File: src/logic/gpio_defs.svh
// Register indices, field positions and reset values of the port block.
`ifndef GPIO_DEFS_SVH
`define GPIO_DEFS_SVH
// Register indices; the byte address on the bus is four times the index.
`define IDX_DIR0 8'hb8
`define IDX_DIR1 8'hc1
`define IDX_DIR2 8'hc2
`define IDX_DIR3 8'hc3
`define IDX_DIR5 8'hc5
`define IDX_EDGE 8'hbf
`define IDX_DAT0 8'hd0
`define IDX_DAT1 8'hd1
`define IDX_DAT2 8'hd2
`define IDX_DAT3 8'hd3
`define IDX_DAT5 8'hd5
`define IDX_SEG 8'ha0
`define IDX_STAT 8'ha1
`define IDX_MASK 8'ha2
`define IDX_BITOP 8'ha3
// Implemented direction and latch bits of each port.
`define MASK_P0 8'h17
`define MASK_P1 8'h7f
`define MASK_P2 8'hff
`define MASK_P3 8'hff
`define MASK_P5 8'h10
`define PINS_P0 8'h1f
// Port slots: ports 0, 1, 2, 3 and 5 in that order.
`define NSLOT 5
`define SLOT_P0 3'h0
`define SLOT_P1 3'h1
`define SLOT_P2 3'h2
`define SLOT_P3 3'h3
`define SLOT_P5 3'h4
`define P0_RST_BIT 3
`define P0_OSC_BIT 4
`define NIB_W 4
`define NIB_PER_PORT 2
// Edge selector field and codes.
`define EDGE_LSB 3
`define EDGE_RST 2'h2
`define EDGE_RISE 2'h1
`define EDGE_FALL 2'h2
`define EDGE_BOTH 2'h3
`define SEG_RST 3'h0
// Bit operation register fields.
`define BOP_SLOT_LSB 4
`define BOP_VAL 8
`define EXT_INTERRUPT_ZERO_BIT 0
`define EXT_INTERRUPT_ONE_BIT 1
`define ADDR_W 10
`define RESP_OK 2'h0
`define RESP_ERR 2'h2
`endif

File: src/logic/gpio_pkg.sv
// Types shared by the port block and its edge detector.
`include "gpio_defs.svh"
package gpio_pkg;
  // Oscillator pin option strapped at build time.
  typedef enum logic [1:0] {HCLK_4M, HCLK_12M, HCLK_RC, HCLK_NONE} hclk_t;
  // Register kinds found by the address decoder.
  typedef enum logic [2:0] {K_NONE, K_DIR, K_DATA, K_EDGE, K_SEG, K_STAT,
    K_MASK, K_BITOP} reg_kind_t;
  typedef struct packed {
    reg_kind_t kind;
    logic [2:0] slot;
  } reg_dec_t;
  typedef logic [`NSLOT-1:0][7:0] port_bus_t;
  // Edge detector state.
  typedef struct packed {
    logic armed;
    logic [1:0] prev;
  } edge_state_t;
  // Whole state of the port block.
  typedef struct packed {
    port_bus_t dir;
    port_bus_t latch;
    logic [1:0] edge_sel;
    logic [2:0] seg_sel;
    logic [1:0] stat;
    logic [1:0] mask;
    logic aw_have;
    logic [7:0] aw_idx;
    logic w_have;
    logic [31:0] wdata;
    logic [3:0] wstrb;
    logic bvalid;
    logic [1:0] bresp;
    logic rvalid;
    logic [1:0] rresp;
    logic [31:0] rdata;
    port_bus_t pad_out;
    port_bus_t pad_oe;
    logic ext_reset_n;
  } gpio_state_t;
endpackage : gpio_pkg

File: src/logic/edge_if.sv
// Interface between the port block and its edge detector.
`timescale 1ns/1ps
interface edge_if;
  logic [1:0] level; // Pin levels of port 0 bits 0 and 1.
  logic [1:0] edge_sel; // Edge choice for the first pin.
  logic ev0; // One-cycle event on the first pin.
  logic ev1; // One-cycle event on the second pin.
  modport det (input level, input edge_sel, output ev0, output ev1);
  modport user (output level, output edge_sel, input ev0, input ev1);
endinterface : edge_if

File: src/logic/edge_detect.sv
// Edge detector for the two external interrupt pins.
`timescale 1ns/1ps
`include "gpio_defs.svh"
module edge_detect
  import gpio_pkg::*;
(
  input wire logic mclk,
  input wire logic nrst,
  edge_if.det e
);
  edge_state_t st; // Registered state.
  edge_state_t nxt; // Next state.
  logic [1:0] rise; // Rising edges seen this cycle.
  logic [1:0] fall; // Falling edges seen this cycle.

  // The armed bit keeps the first sample after reset from looking like
  // an edge when the pin already rests high.
  always_comb
  begin
    nxt = st;
    nxt.armed = 1'b1;
    nxt.prev = e.level;
  end

  assign rise = {2{st.armed}} & ~st.prev & e.level;
  assign fall = {2{st.armed}} & st.prev & ~e.level;

  // First pin follows the selector; the reserved code gives no event.
  always_comb
  begin
    unique case (e.edge_sel)
      `EDGE_RISE: e.ev0 = rise[0];
      `EDGE_FALL: e.ev0 = fall[0];
      `EDGE_BOTH: e.ev0 = rise[0] | fall[0];
      default: e.ev0 = 1'b0;
    endcase
  end
  assign e.ev1 = fall[1];

  // Register the state.
  always_ff @(posedge mclk)
  begin
    if (!nrst)
      st <= '0;
    else
      st <= nxt;
  end
endmodule : edge_detect

File: src/logic/gpio_port_pin_sharing.sv
// Port direction, pin sharing and external interrupt flags.
`timescale 1ns/1ps
`include "gpio_defs.svh"
module gpio_port_pin_sharing
  import gpio_pkg::*;
(
  input wire logic mclk,
  input wire logic nrst,
  input wire logic [`ADDR_W-1:0] s_axi_awaddr,
  input wire logic s_axi_awvalid,
  output logic s_axi_awready,
  input wire logic [31:0] s_axi_wdata,
  input wire logic [3:0] s_axi_wstrb,
  input wire logic s_axi_wvalid,
  output logic s_axi_wready,
  output logic [1:0] s_axi_bresp,
  output logic s_axi_bvalid,
  input wire logic s_axi_bready,
  input wire logic [`ADDR_W-1:0] s_axi_araddr,
  input wire logic s_axi_arvalid,
  output logic s_axi_arready,
  output logic [31:0] s_axi_rdata,
  output logic [1:0] s_axi_rresp,
  output logic s_axi_rvalid,
  input wire logic s_axi_rready,
  input wire port_bus_t pad_in,
  output port_bus_t pad_out,
  output port_bus_t pad_oe,
  input wire logic reset_pin_option,
  input wire hclk_t high_clk_option,
  input wire logic cpu_clk,
  input wire logic [15:0] lcd_segment_output,
  output logic ext_reset_n,
  output logic crystal_output_pin,
  output logic ext_ext_interrupt_zero_request,
  output logic ext_ext_interrupt_one_request,
  output logic irq
);
  // ---------------------------------------------------------------
  // Helper functions
  // ---------------------------------------------------------------
  // Decodes a register index; shared by the read and write paths.
  function automatic reg_dec_t dec(input logic [7:0] idx);
    reg_dec_t d;
    d.kind = K_NONE;
    d.slot = `SLOT_P0;
    unique case (idx)
      `IDX_DIR0: d = '{K_DIR, `SLOT_P0};
      `IDX_DIR1: d = '{K_DIR, `SLOT_P1};
      `IDX_DIR2: d = '{K_DIR, `SLOT_P2};
      `IDX_DIR3: d = '{K_DIR, `SLOT_P3};
      `IDX_DIR5: d = '{K_DIR, `SLOT_P5};
      `IDX_DAT0: d = '{K_DATA, `SLOT_P0};
      `IDX_DAT1: d = '{K_DATA, `SLOT_P1};
      `IDX_DAT2: d = '{K_DATA, `SLOT_P2};
      `IDX_DAT3: d = '{K_DATA, `SLOT_P3};
      `IDX_DAT5: d = '{K_DATA, `SLOT_P5};
      `IDX_EDGE: d.kind = K_EDGE;
      `IDX_SEG: d.kind = K_SEG;
      `IDX_STAT: d.kind = K_STAT;
      `IDX_MASK: d.kind = K_MASK;
      `IDX_BITOP: d.kind = K_BITOP;
      default: d.kind = K_NONE;
    endcase
    return d;
  endfunction : dec

  // Implemented bits of a port; the rest ignore writes and read zero, save port 0 bit 3, which a data read shows.
  function automatic logic [7:0] pmask(input logic [2:0] slot);
    unique case (slot)
      `SLOT_P0: return `MASK_P0;
      `SLOT_P1: return `MASK_P1;
      `SLOT_P2: return `MASK_P2;
      `SLOT_P3: return `MASK_P3;
      `SLOT_P5: return `MASK_P5;
      default: return 8'h00;
    endcase
  endfunction : pmask

  // A nibble of port 2 or 3 belongs to the LCD while the selector is at
  // or below its rank; higher codes hand it to general use.
  function automatic logic seg_owned(input logic [2:0] sel,
    input logic [2:0] slot, input logic nib);
    logic [2:0] rank;
    rank = 3'((slot - `SLOT_P2) * `NIB_PER_PORT) + 3'(nib);
    if (slot != `SLOT_P2 && slot != `SLOT_P3)
      return 1'b0;
    return sel <= rank;
  endfunction : seg_owned

  // Segment numbers run opposite to pin numbers inside a port.
  function automatic logic [7:0] rev8(input logic [7:0] v);
    return {<<{v}};
  endfunction : rev8

  // ---------------------------------------------------------------
  // State and edge detector
  // ---------------------------------------------------------------
  gpio_state_t st; // Registered state.
  gpio_state_t nxt; // Next state.
  reg_dec_t wr_d; // Decoded write target.
  reg_dec_t rd_d; // Decoded read target.
  logic wr_fire; // Address and data both held: write now.
  logic [7:0] rbyte; // Byte returned by a read.
  logic [7:0] pin_rd; // Pin or latch view of a data port.
  port_bus_t gen_out; // Pin drive before oscillator override.
  port_bus_t gen_oe; // Pin enable before oscillator override.
  port_bus_t pin_out; // Final pin drive.
  port_bus_t pin_oe; // Final pin enable.
  logic [2:0] bop_slot; // Port chosen by a bit operation.
  logic [2:0] bop_bit; // Bit chosen by a bit operation.
  edge_if eif ();

  assign eif.level = {pad_in[`SLOT_P0][`EXT_INTERRUPT_ONE_BIT],
    pad_in[`SLOT_P0][`EXT_INTERRUPT_ZERO_BIT]};
  assign eif.edge_sel = st.edge_sel;

  edge_detect u_edge (
    .mclk(mclk),
    .nrst(nrst),
    .e(eif)
  );

  // ---------------------------------------------------------------
  // Pin sharing
  // ---------------------------------------------------------------
  for (genvar gs = 0; gs < `NSLOT; gs++)
  begin : g_slot
    logic [`NIB_PER_PORT-1:0] own; // LCD owns the nibble.
    logic [7:0] own_m; // Ownership spread over bits.
    logic [7:0] lcd_b; // Segment data for this port.
    for (genvar gn = 0; gn < `NIB_PER_PORT; gn++)
    begin : g_nib
      assign own[gn] = seg_owned(st.seg_sel, 3'(gs), 1'(gn));
    end
    assign own_m = {{`NIB_W{own[1]}}, {`NIB_W{own[0]}}};
    assign lcd_b = (3'(gs) == `SLOT_P2) ? rev8(lcd_segment_output[15:8])
      : (3'(gs) == `SLOT_P3) ? rev8(lcd_segment_output[7:0]) : 8'h00;
    // Output pins drive their latch unless the LCD owns them.
    assign gen_out[gs] = (own_m & lcd_b) | (~own_m & st.latch[gs]);
    assign gen_oe[gs] = own_m | (st.dir[gs] & pmask(3'(gs)));
  end

  // The oscillator option overrides port 0 bit 4. The CPU clock passes
  // through a flop, so it leaves the pin one cycle late.
  always_comb
  begin
    pin_out = gen_out;
    pin_oe = gen_oe;
    pin_oe[`SLOT_P0][`P0_RST_BIT] = 1'b0;
    unique case (high_clk_option)
      HCLK_4M, HCLK_12M:
      begin
        pin_out[`SLOT_P0][`P0_OSC_BIT] = 1'b0;
        pin_oe[`SLOT_P0][`P0_OSC_BIT] = 1'b0;
      end
      HCLK_RC:
      begin
        pin_out[`SLOT_P0][`P0_OSC_BIT] = cpu_clk;
        pin_oe[`SLOT_P0][`P0_OSC_BIT] = 1'b1;
      end
      HCLK_NONE:
      begin
        pin_out[`SLOT_P0][`P0_OSC_BIT] = gen_out[`SLOT_P0][`P0_OSC_BIT];
      end
    endcase
  end

  // ---------------------------------------------------------------
  // Register bus and flags
  // ---------------------------------------------------------------
  assign bop_slot = st.wdata[`BOP_SLOT_LSB+2:`BOP_SLOT_LSB];
  assign bop_bit = st.wdata[2:0];

  // One process computes every next value of the block.
  always_comb
  begin
    nxt = st;
    rbyte = 8'h00;
    wr_d = dec(st.aw_idx);
    rd_d = dec(s_axi_araddr[`ADDR_W-1:2]);
    wr_fire = st.aw_have && st.w_have && !st.bvalid;
    pin_rd = (st.dir[rd_d.slot] & st.latch[rd_d.slot])
      | (~st.dir[rd_d.slot] & pad_in[rd_d.slot]);
    if (rd_d.slot == `SLOT_P0)
    begin
      pin_rd = pin_rd & `PINS_P0;
      // The reset pin reads as one while it serves as reset.
      if (reset_pin_option)
        pin_rd[`P0_RST_BIT] = 1'b1;
    end
    else
      pin_rd = pin_rd & pmask(rd_d.slot);
    // Address and data are captured in either order.
    if (s_axi_awvalid && s_axi_awready)
    begin
      nxt.aw_have = 1'b1;
      nxt.aw_idx = s_axi_awaddr[`ADDR_W-1:2];
    end
    if (s_axi_wvalid && s_axi_wready)
    begin
      nxt.w_have = 1'b1;
      nxt.wdata = s_axi_wdata;
      nxt.wstrb = s_axi_wstrb;
    end
    if (st.bvalid && s_axi_bready)
      nxt.bvalid = 1'b0;
    // Registers are eight bits wide in byte lane 0, save the bit operation value at bit 8;
    // only the lane 0 strobe counts and a write without lane 0 changes nothing.
    if (wr_fire)
    begin
      nxt.aw_have = 1'b0;
      nxt.w_have = 1'b0;
      nxt.bvalid = 1'b1;
      nxt.bresp = (wr_d.kind == K_NONE) ? `RESP_ERR : `RESP_OK;
      if (st.wstrb[0])
      begin
        unique case (wr_d.kind)
          K_DIR: nxt.dir[wr_d.slot] = st.wdata[7:0] & pmask(wr_d.slot);
          K_DATA: nxt.latch[wr_d.slot] = st.wdata[7:0] & pmask(wr_d.slot);
          K_EDGE: nxt.edge_sel = st.wdata[`EDGE_LSB+1:`EDGE_LSB];
          K_SEG: nxt.seg_sel = st.wdata[2:0];
          K_STAT: nxt.stat = st.stat & ~st.wdata[1:0];
          K_MASK: nxt.mask = st.wdata[1:0];
          K_BITOP:
          begin
            // Touches one direction bit and leaves its neighbours alone.
            if (bop_slot < 3'(`NSLOT))
              nxt.dir[bop_slot][bop_bit] = st.wdata[`BOP_VAL]
                & |(pmask(bop_slot) & (8'h01 << bop_bit));
          end
          K_NONE:
          begin
            nxt.bresp = `RESP_ERR;
          end
        endcase
      end
    end
    // Events set flags regardless of the mask, and win over a clear.
    if (eif.ev0)
      nxt.stat[`EXT_INTERRUPT_ZERO_BIT] = 1'b1;
    if (eif.ev1)
      nxt.stat[`EXT_INTERRUPT_ONE_BIT] = 1'b1;
    if (st.rvalid && s_axi_rready)
      nxt.rvalid = 1'b0;
    // Read data is taken when the address is accepted.
    if (s_axi_arvalid && s_axi_arready)
    begin
      unique case (rd_d.kind)
        K_DIR: rbyte = st.dir[rd_d.slot];
        K_DATA: rbyte = pin_rd;
        K_EDGE: rbyte = 8'(st.edge_sel) << `EDGE_LSB;
        K_SEG: rbyte = 8'(st.seg_sel);
        K_STAT: rbyte = 8'(st.stat);
        K_MASK: rbyte = 8'(st.mask);
        K_BITOP, K_NONE: rbyte = 8'h00;
      endcase
      nxt.rvalid = 1'b1;
      nxt.rdata = 32'(rbyte);
      nxt.rresp = (rd_d.kind == K_NONE) ? `RESP_ERR : `RESP_OK;
    end
    nxt.pad_out = pin_out;
    nxt.pad_oe = pin_oe;
    nxt.ext_reset_n = reset_pin_option ?
      pad_in[`SLOT_P0][`P0_RST_BIT] : 1'b1;
  end

  // Register the whole state; direction bits reset to input.
  always_ff @(posedge mclk)
  begin
    if (!nrst)
    begin
      st <= '0;
      st.edge_sel <= `EDGE_RST;
      st.seg_sel <= `SEG_RST;
      st.ext_reset_n <= 1'b1;
    end
    else
      st <= nxt;
  end

  // ---------------------------------------------------------------
  // Outputs
  // ---------------------------------------------------------------
  assign s_axi_awready = !st.aw_have && !st.bvalid;
  assign s_axi_wready = !st.w_have && !st.bvalid;
  assign s_axi_bvalid = st.bvalid;
  assign s_axi_bresp = st.bresp;
  assign s_axi_arready = !st.rvalid;
  assign s_axi_rvalid = st.rvalid;
  assign s_axi_rdata = st.rdata;
  assign s_axi_rresp = st.rresp;
  assign pad_out = st.pad_out;
  assign pad_oe = st.pad_oe;
  assign ext_reset_n = st.ext_reset_n;
  assign crystal_output_pin = (high_clk_option == HCLK_4M)
    || (high_clk_option == HCLK_12M);
  assign ext_ext_interrupt_zero_request = st.stat[`EXT_INTERRUPT_ZERO_BIT];
  assign ext_ext_interrupt_one_request = st.stat[`EXT_INTERRUPT_ONE_BIT];
  // Only an unmasked flag raises the line.
  assign irq = |(st.stat & st.mask);
endmodule : gpio_port_pin_sharing

File: config.mk
export PLATFORM = sky130hd
export DESIGN_NAME = gpio_port_pin_sharing
export DESIGN_NICKNAME = d
export VERILOG_FILES = /design/src/logic/gpio_pkg.sv /design/src/logic/edge_if.sv /design/src/logic/edge_detect.sv /design/src/logic/gpio_port_pin_sharing.sv
export VERILOG_INCLUDE_DIRS = /design/src /design/src/logic
export SDC_FILE = /design/constraint.sdc
export NUM_CORES = 1
export LEC_CHECK = 0
export ABC_AREA = 1
export BUFFER_PORTS_ARGS = -buffer_cell sky130_fd_sc_hd__buf_2
export CORE_ASPECT_RATIO = 0.6
export CORE_MARGIN = 4
export CORE_UTILIZATION = 54
export DETAILED_ROUTE_END_ITERATION = 7
export PLACE_DENSITY = 0.86
export REMOVE_ABC_BUFFERS = 1
export SKIP_CTS_REPAIR_TIMING = 1
export SYNTH_ARGS = -nofsm -noshare
export SYNTH_HDL_FRONTEND = slang
export SYNTH_SLANG_ARGS = --single-unit
export TNS_END_PERCENT = 20
File: constraint.sdc
create_clock -name mclk -period 1.9 [get_ports mclk]
set_input_delay 0.19 -clock mclk [delete_from_list [all_inputs] [get_ports mclk]]
set_output_delay 0.19 -clock mclk [all_outputs]
set_load 0.01 [all_outputs]
Word level (Yosys, flattened, before mapping)
Cells that the tools add are included.
{"block": "totals", "ff_bits": 233, "in_bits": 123, "output_inout_bits": 126, "wordCells": 264}
{"block": "op_classes", "magnitude_cmp": 12, "eq_ne": 63, "n_shift": 1, "n_mux": 57, "bitwise": 30, "reduce_logical": 60}
{"cell": "$eq 8x8->1 const B", "count": 30}
{"cell": "$mux 8", "count": 17}
{"cell": "$bwmux 40", "count": 3}
{"cell": "$and 8x8->8", "count": 10}
{"cell": "$pmux 40 s2", "count": 1}
{"cell": "$bmux 8 s3", "count": 3}
{"cell": "$pmux 8 s4", "count": 2}
{"cell": "$pmux 8 s7", "count": 1}
{"cell": "$demux 8 s3", "count": 2}
{"cell": "$pmux 3 s7", "count": 2}
{"cell": "$mux 40", "count": 1}
{"cell": "$or 8x8->8", "count": 5}
{"cell": "$mux 35", "count": 1}
{"cell": "$eq 3x3->1 const B", "count": 11}
{"cell": "$eq 3x2->1 const B", "count": 10}
{"cell": "$reduce_or 2->1", "count": 15}
{"cell": "$not 8->8", "count": 3}
{"cell": "$pmux 3 s4", "count": 2}
{"cell": "$pmux 8 s3", "count": 1}
{"cell": "$reduce_or 5->1", "count": 4}
{"cell": "$reduce_and 3->1", "count": 6}
{"cell": "$reduce_bool 2->1", "count": 9}
{"cell": "$lt 3x4->1 const B", "count": 4}
{"cell": "$eq 3x1->1 const B", "count": 5}
{"cell": "other kinds (30)", "count": 75}

Depth between registers and ports, before layout
{"block": "depth", "depth_word": 13, "depth_mapped": 17, "mapped_depth_nobuf": 16}

Modules after synthesis
Synthesis repeated with hierarchy kept, for this count alone.
{"block": "hier_totals", "hier_cells": 1526, "area_unflattened_um2": 10231.1}
{"module": "gpio_port_pin_sharing", "n_inst": 1, "cells_per_inst": 1510, "area_per_inst_um2": 10121.0, "seq_area_each_um2": 3803.6}
{"module": "edge_detect", "n_inst": 1, "cells_per_inst": 16, "area_per_inst_um2": 110.1, "seq_area_each_um2": 60.1}

Worst setup path after synthesis
OpenSTA, ideal clock, no wires.
{"block": "synth_timing", "path_kind": "reg-to-reg", "start": "register st (netlist bit s_axi_bvalid)", "end": "register st (netlist bit gen_out[0])", "setup_ns": 0.132, "arrival_ns": 1.574, "t_required_ns": 1.768, "slack_ns": 0.194, "stages_incl_launch_ff": 11, "path_buffers": 0, "period_less_slack_ns": 1.706, "path_cell_list": "dfxtp_1 > nor3_4 > inv_2 > nor2_4 > inv_2 > nor2_4 > inv_1 > nor2_2 > inv_1 > nand2_1 > a21oi_1"}
{"block": "synth_via", "elab_chain_cells": 3}
{"item": "start: declaration", "line_no": "gpio_port_pin_sharing.sv:99", "source": "gpio_state_t st;"}
{"item": "start signal: assignment", "line_no": "gpio_port_pin_sharing.sv:279", "source": "st <= nxt;"}
{"item": "$logic_not 1->1", "line_no": "gpio_port_pin_sharing.sv:182", "source": "wr_fire = st.aw_have && st.w_have && !st.bvalid;"}
{"item": "$logic_and 1x1->1", "line_no": "gpio_port_pin_sharing.sv:182"}
{"item": "$reduce_and 3->1 (no source line)"}
Every way passes these cells.
A chain may end at the register's enable or synchronous reset.

Worst setup path after layout
{"block": "layout_timing", "start": "register st[170] in the netlist's numbering", "end": "register st (netlist bit pad_out[19])"}
{"block": "layout_via", "elab_chain_cells": 4, "elab_cells_between_ends": 5, "cone_classes": "order compare: 1; bitwise: 4"}
{"item": "$le 3x1->1 *", "line_no": "gpio_port_pin_sharing.sv:88", "source": "return sel <= rank;"}
{"item": "$not 8->8", "line_no": "gpio_port_pin_sharing.sv:140", "source": "assign gen_out[gs] = (own_m & lcd_b) | (~own_m & st.latch[gs]);"}
{"item": "$and 8x8->8", "line_no": "gpio_port_pin_sharing.sv:140"}
{"item": "$or 8x8->8 *", "line_no": "gpio_port_pin_sharing.sv:140"}
Mark *: on every way between the ends. The rest lies on a longest branch, timed or not.

==> impl_results.md <==
- Status: finished with violations
- Failing checks: negative hold slack
- Core ar.: 18100 sq um
- Multi-input logic area: around 4500 sq um
- Die area: 20700 sq um
- Via count of the first global-routing pass: ~9300
- Fill cell count: between 1500 and 2000
- Synth Area in Adders: 0
- DP Area: 11000 sq um
- Buffers on Ports: approximately 180
- Yosys reg bits: roughly 190
- Die width: between 150 and 200 um
- Initial Util: 0.551
- Total GRT Usage: 0.298
- Antenna violations before repair: 0
- Clk_lat worst skew: ~0.44 ns
- Worst-path clk slew: approximately 0.07 ns
- Starting DRT DRC Count: around 1100
- Unique masters post-synth: between 40 and 50
- Share of post-route cells with drive strength above 1: 0.228
- Largest family of logic cells by synthesized area: simple AND/OR/NAND/NOR gates
- Fin worst setup slack: around 0.048 ns
- Worst Hold Class: primary input to register
- Crit Path Max Fanout: 9
- Setup Skew: 0.0137 ns
- Synth Warn #: 0
- Fin crit period: roughly 1.9 ns
- Total CTS buffers: 17
- Drc violations: 0
- Synthesized area: slightly below 10000 sq um
- Cell area after layout: 11800 sq um
- Final Cycle Share: 0.975
- Pin count of the biggest net entering global routing: 82
- CTS tree: done
- Actual slew at the worst max-slew pin: between 0.6 and 0.7 ns
- GR Util met3: 0.105
- DR pass1 iterations: 6
- Register area share after synthesis: 0.388
- Pwr/cell area: approximately 770 nW/um^2
- P_leak: approximately 5.6 nW
- Vias per inst: between 5 and 6
- CTS Root Buffer Type: clkbuf_16
- Final nets: approximately 1800
- Wirelength, routed: ~32 mm
- CP Data Required Time: 2.22 ns
- Register area: 3870 sq um
- Xor/xnor share of the synthesized area: 0
- Mux share of post-synthesis cell area: 0
- Detailed Place HPWL: between 20 and 25 mm
- Ports: ~250
- Worst slew margin: 0.557
- Die height: roughly 110 um
- Critical Path AT: between 2 and 2.5 ns
- Pre-CTS setup slack: -0.199 ns
- R2r worst-path depth: 6
- M2 GR Usage: 0.420
- Worst hold slack: -0.00496 ns
- Synth Area in Compound Gates: 0.155
- Setup CP Type: register to register
- VDD IR max: about 0.63 mV
- Endpoints failing setup: 0
- Clock Tree Buf Depth: 2
- Met1 Use GR: 0.438
- Gr busiest metal: met1
- Final Hold Fails: 2
- Grt total ovfl: 0
- Unrepaired setup endpoints after global routing: true
- CTS H-tree lvls: 4
- N_diodes: 0
- CP Capture Type: register
- RD Place Congestion: around 1
- Max Slew Vio Count: 0
- First-pass GRT wire length: between 40 and 50 mm
- Mapped Cells: ~1500
- Num rows: 38
- DR WL/cell: 16.9 um
- DRT antenna net count: 0
- Startpoint types: register
- Synth Area in Simple Gates: 0.277
- Mean Syn Cell Area: roughly 6.8 sq um
- Via count: approximately 10000
- Max-cap viol count: 0
- Fmax: ~0.54 GHz
- Syn-to-layout area delta: 18.1%
- Clock sinks: about 190
- Hold Path Depth: 3
==> synthesized netlist by cell type, drive strengths merged <==
library cell	n	area, sq um
a211oi	2	15.0
o21ai	87	447
nor3b	2	15.0
o32ai	1	8.76
o2bb2ai	1	8.76
conb	1	3.75
a21oi	140	704
o2111ai	3	32.5
nor2	144	601
o21a	2	15.0
nor4	1	6.26
buf	142	1020
or2	1	6.26
nand3b	3	22.5
a22oi	1	7.51
inv	170	638
o22a	1	8.76
nand3	81	405
o22ai	26	163
nor3	43	246
a41oi	2	17.5
o211ai	7	52.6
clkinv	3	11.3
dfxtp	193	3860
a31oi	4	25.0
nand2	357	1380
clkbuf	31	116
nand4	12	75.1
o31ai	4	35.0
==> cells by family after synthesis <==
| family | after synthesis |
|---|---|
| DFF | 193 |
| other | 1 |
| buffers and inverters | 346 |
| and+or+nand+nor | 644 |
| AOI/OAI and AO/OA | 281 |
==> metrics by stage <==
stage / power (mW) / cells / TNS (ns) / utilization
global route: 9.34 / 1879 / -0.891 / 0.650
floorplan: 4.75 / 1329 / -9.16 / -
finish: 9.07 / 1879 / 0 / 0.650
global placement: 5.24 / 1839 / -0.743 / 0.606
detailed placement: 5.25 / 1839 / -1.13 / 0.606
CTS: 9.02 / 1870 / -0.0360 / 0.641
==> layer usage <==
| metal | wire (um) | part of all wire |
|---|---|---|
| met4 | 480 | 0.015 |
| met1 | 14000 | 0.44 |
| met5 | 0 | 0 |
| met3 | 4360 | 0.14 |
| met2 | 12900 | 0.41 |
==> report_power, final <==
part | switching (mW) | internal, mW | leakage, nW
Sequential | 0.0700 | 4.14 | 1.57
Clock | 1.65 | 2.19 | 0.302
Combinational | 0.649 | 0.368 | 3.74
Total | 2.37 | 6.70 | 5.61
==> worst max-delay path, stage by stage (launching register included) <==
cell and delay, ns:
dfxtp_1 0.39, nor2_1 0.25, inv_1 0.12, nor2_1 0.26
clkinv_1 0.37, o21ai_0 0.28, a21oi_1 0.06
==> flip-flops by register name (all words and copies together), names as in the netlist, 2 cells and up <==
| name | flops |
|---|---|
| u_edge.st | 3 |
| gen_oe | 12 |
| bop_bit | 3 |
| gen_out | 24 |
| pad_oe | 28 |
| eif.edge_sel | 2 |
| s_axi_rdata | 8 |
| bop_slot | 3 |
| pad_out | 40 |
| st | 63 |
==> cell usage in the layout (no fill, tap or decap), types with 4 or more instances in the layout <==
cell type,synthesis,routed
nand2_1,347,340
dfxtp_1,193,189
buf_2,19,179
inv_1,158,150
a21oi_1,139,139
nor2_1,130,125
nand3_1,81,81
buf_4,120,81
o21ai_0,83,80
conb_1,1,38
nor3_1,38,37
o22ai_1,26,25
inv_2,12,18
clkbuf_16,0,17
nand2_2,8,14
nor2_2,9,12
nand4_1,12,12
buf_12,0,10
dlygate4sd3_1,0,9
nor2_4,5,7
o211ai_1,7,7
nor3_2,4,5
a31oi_1,4,4
o21ai_1,1,4
dfxtp_2,0,4
==> path summary, 6_finish.rpt <==
kind | startpoint | endpoint | slack, ns
worst max-delay path | st[170] | pad_out[19] | 0.05
worst min-delay path | cpu_clk | pad_out[4] | -0.005
worst max register to register | st[170] | pad_out[19] | 0.05
worst min register to register | gen_out[37] | pad_out[37] | 0.44
==> final cells by class <==
type | instances | share of cell area
Clock buffer | 21 | 0.0400
Clock inverter | 10 | 0.0127
Inverter | 173 | 0.0559
Multi-Input combinational cell | 963 | 0.384
Sequential cell | 193 | 0.329
Tap cell | 240 | 0.0256
Timing Repair Buffer | 279 | 0.153
No activity file was read; power rests on OpenSTA's default activity.
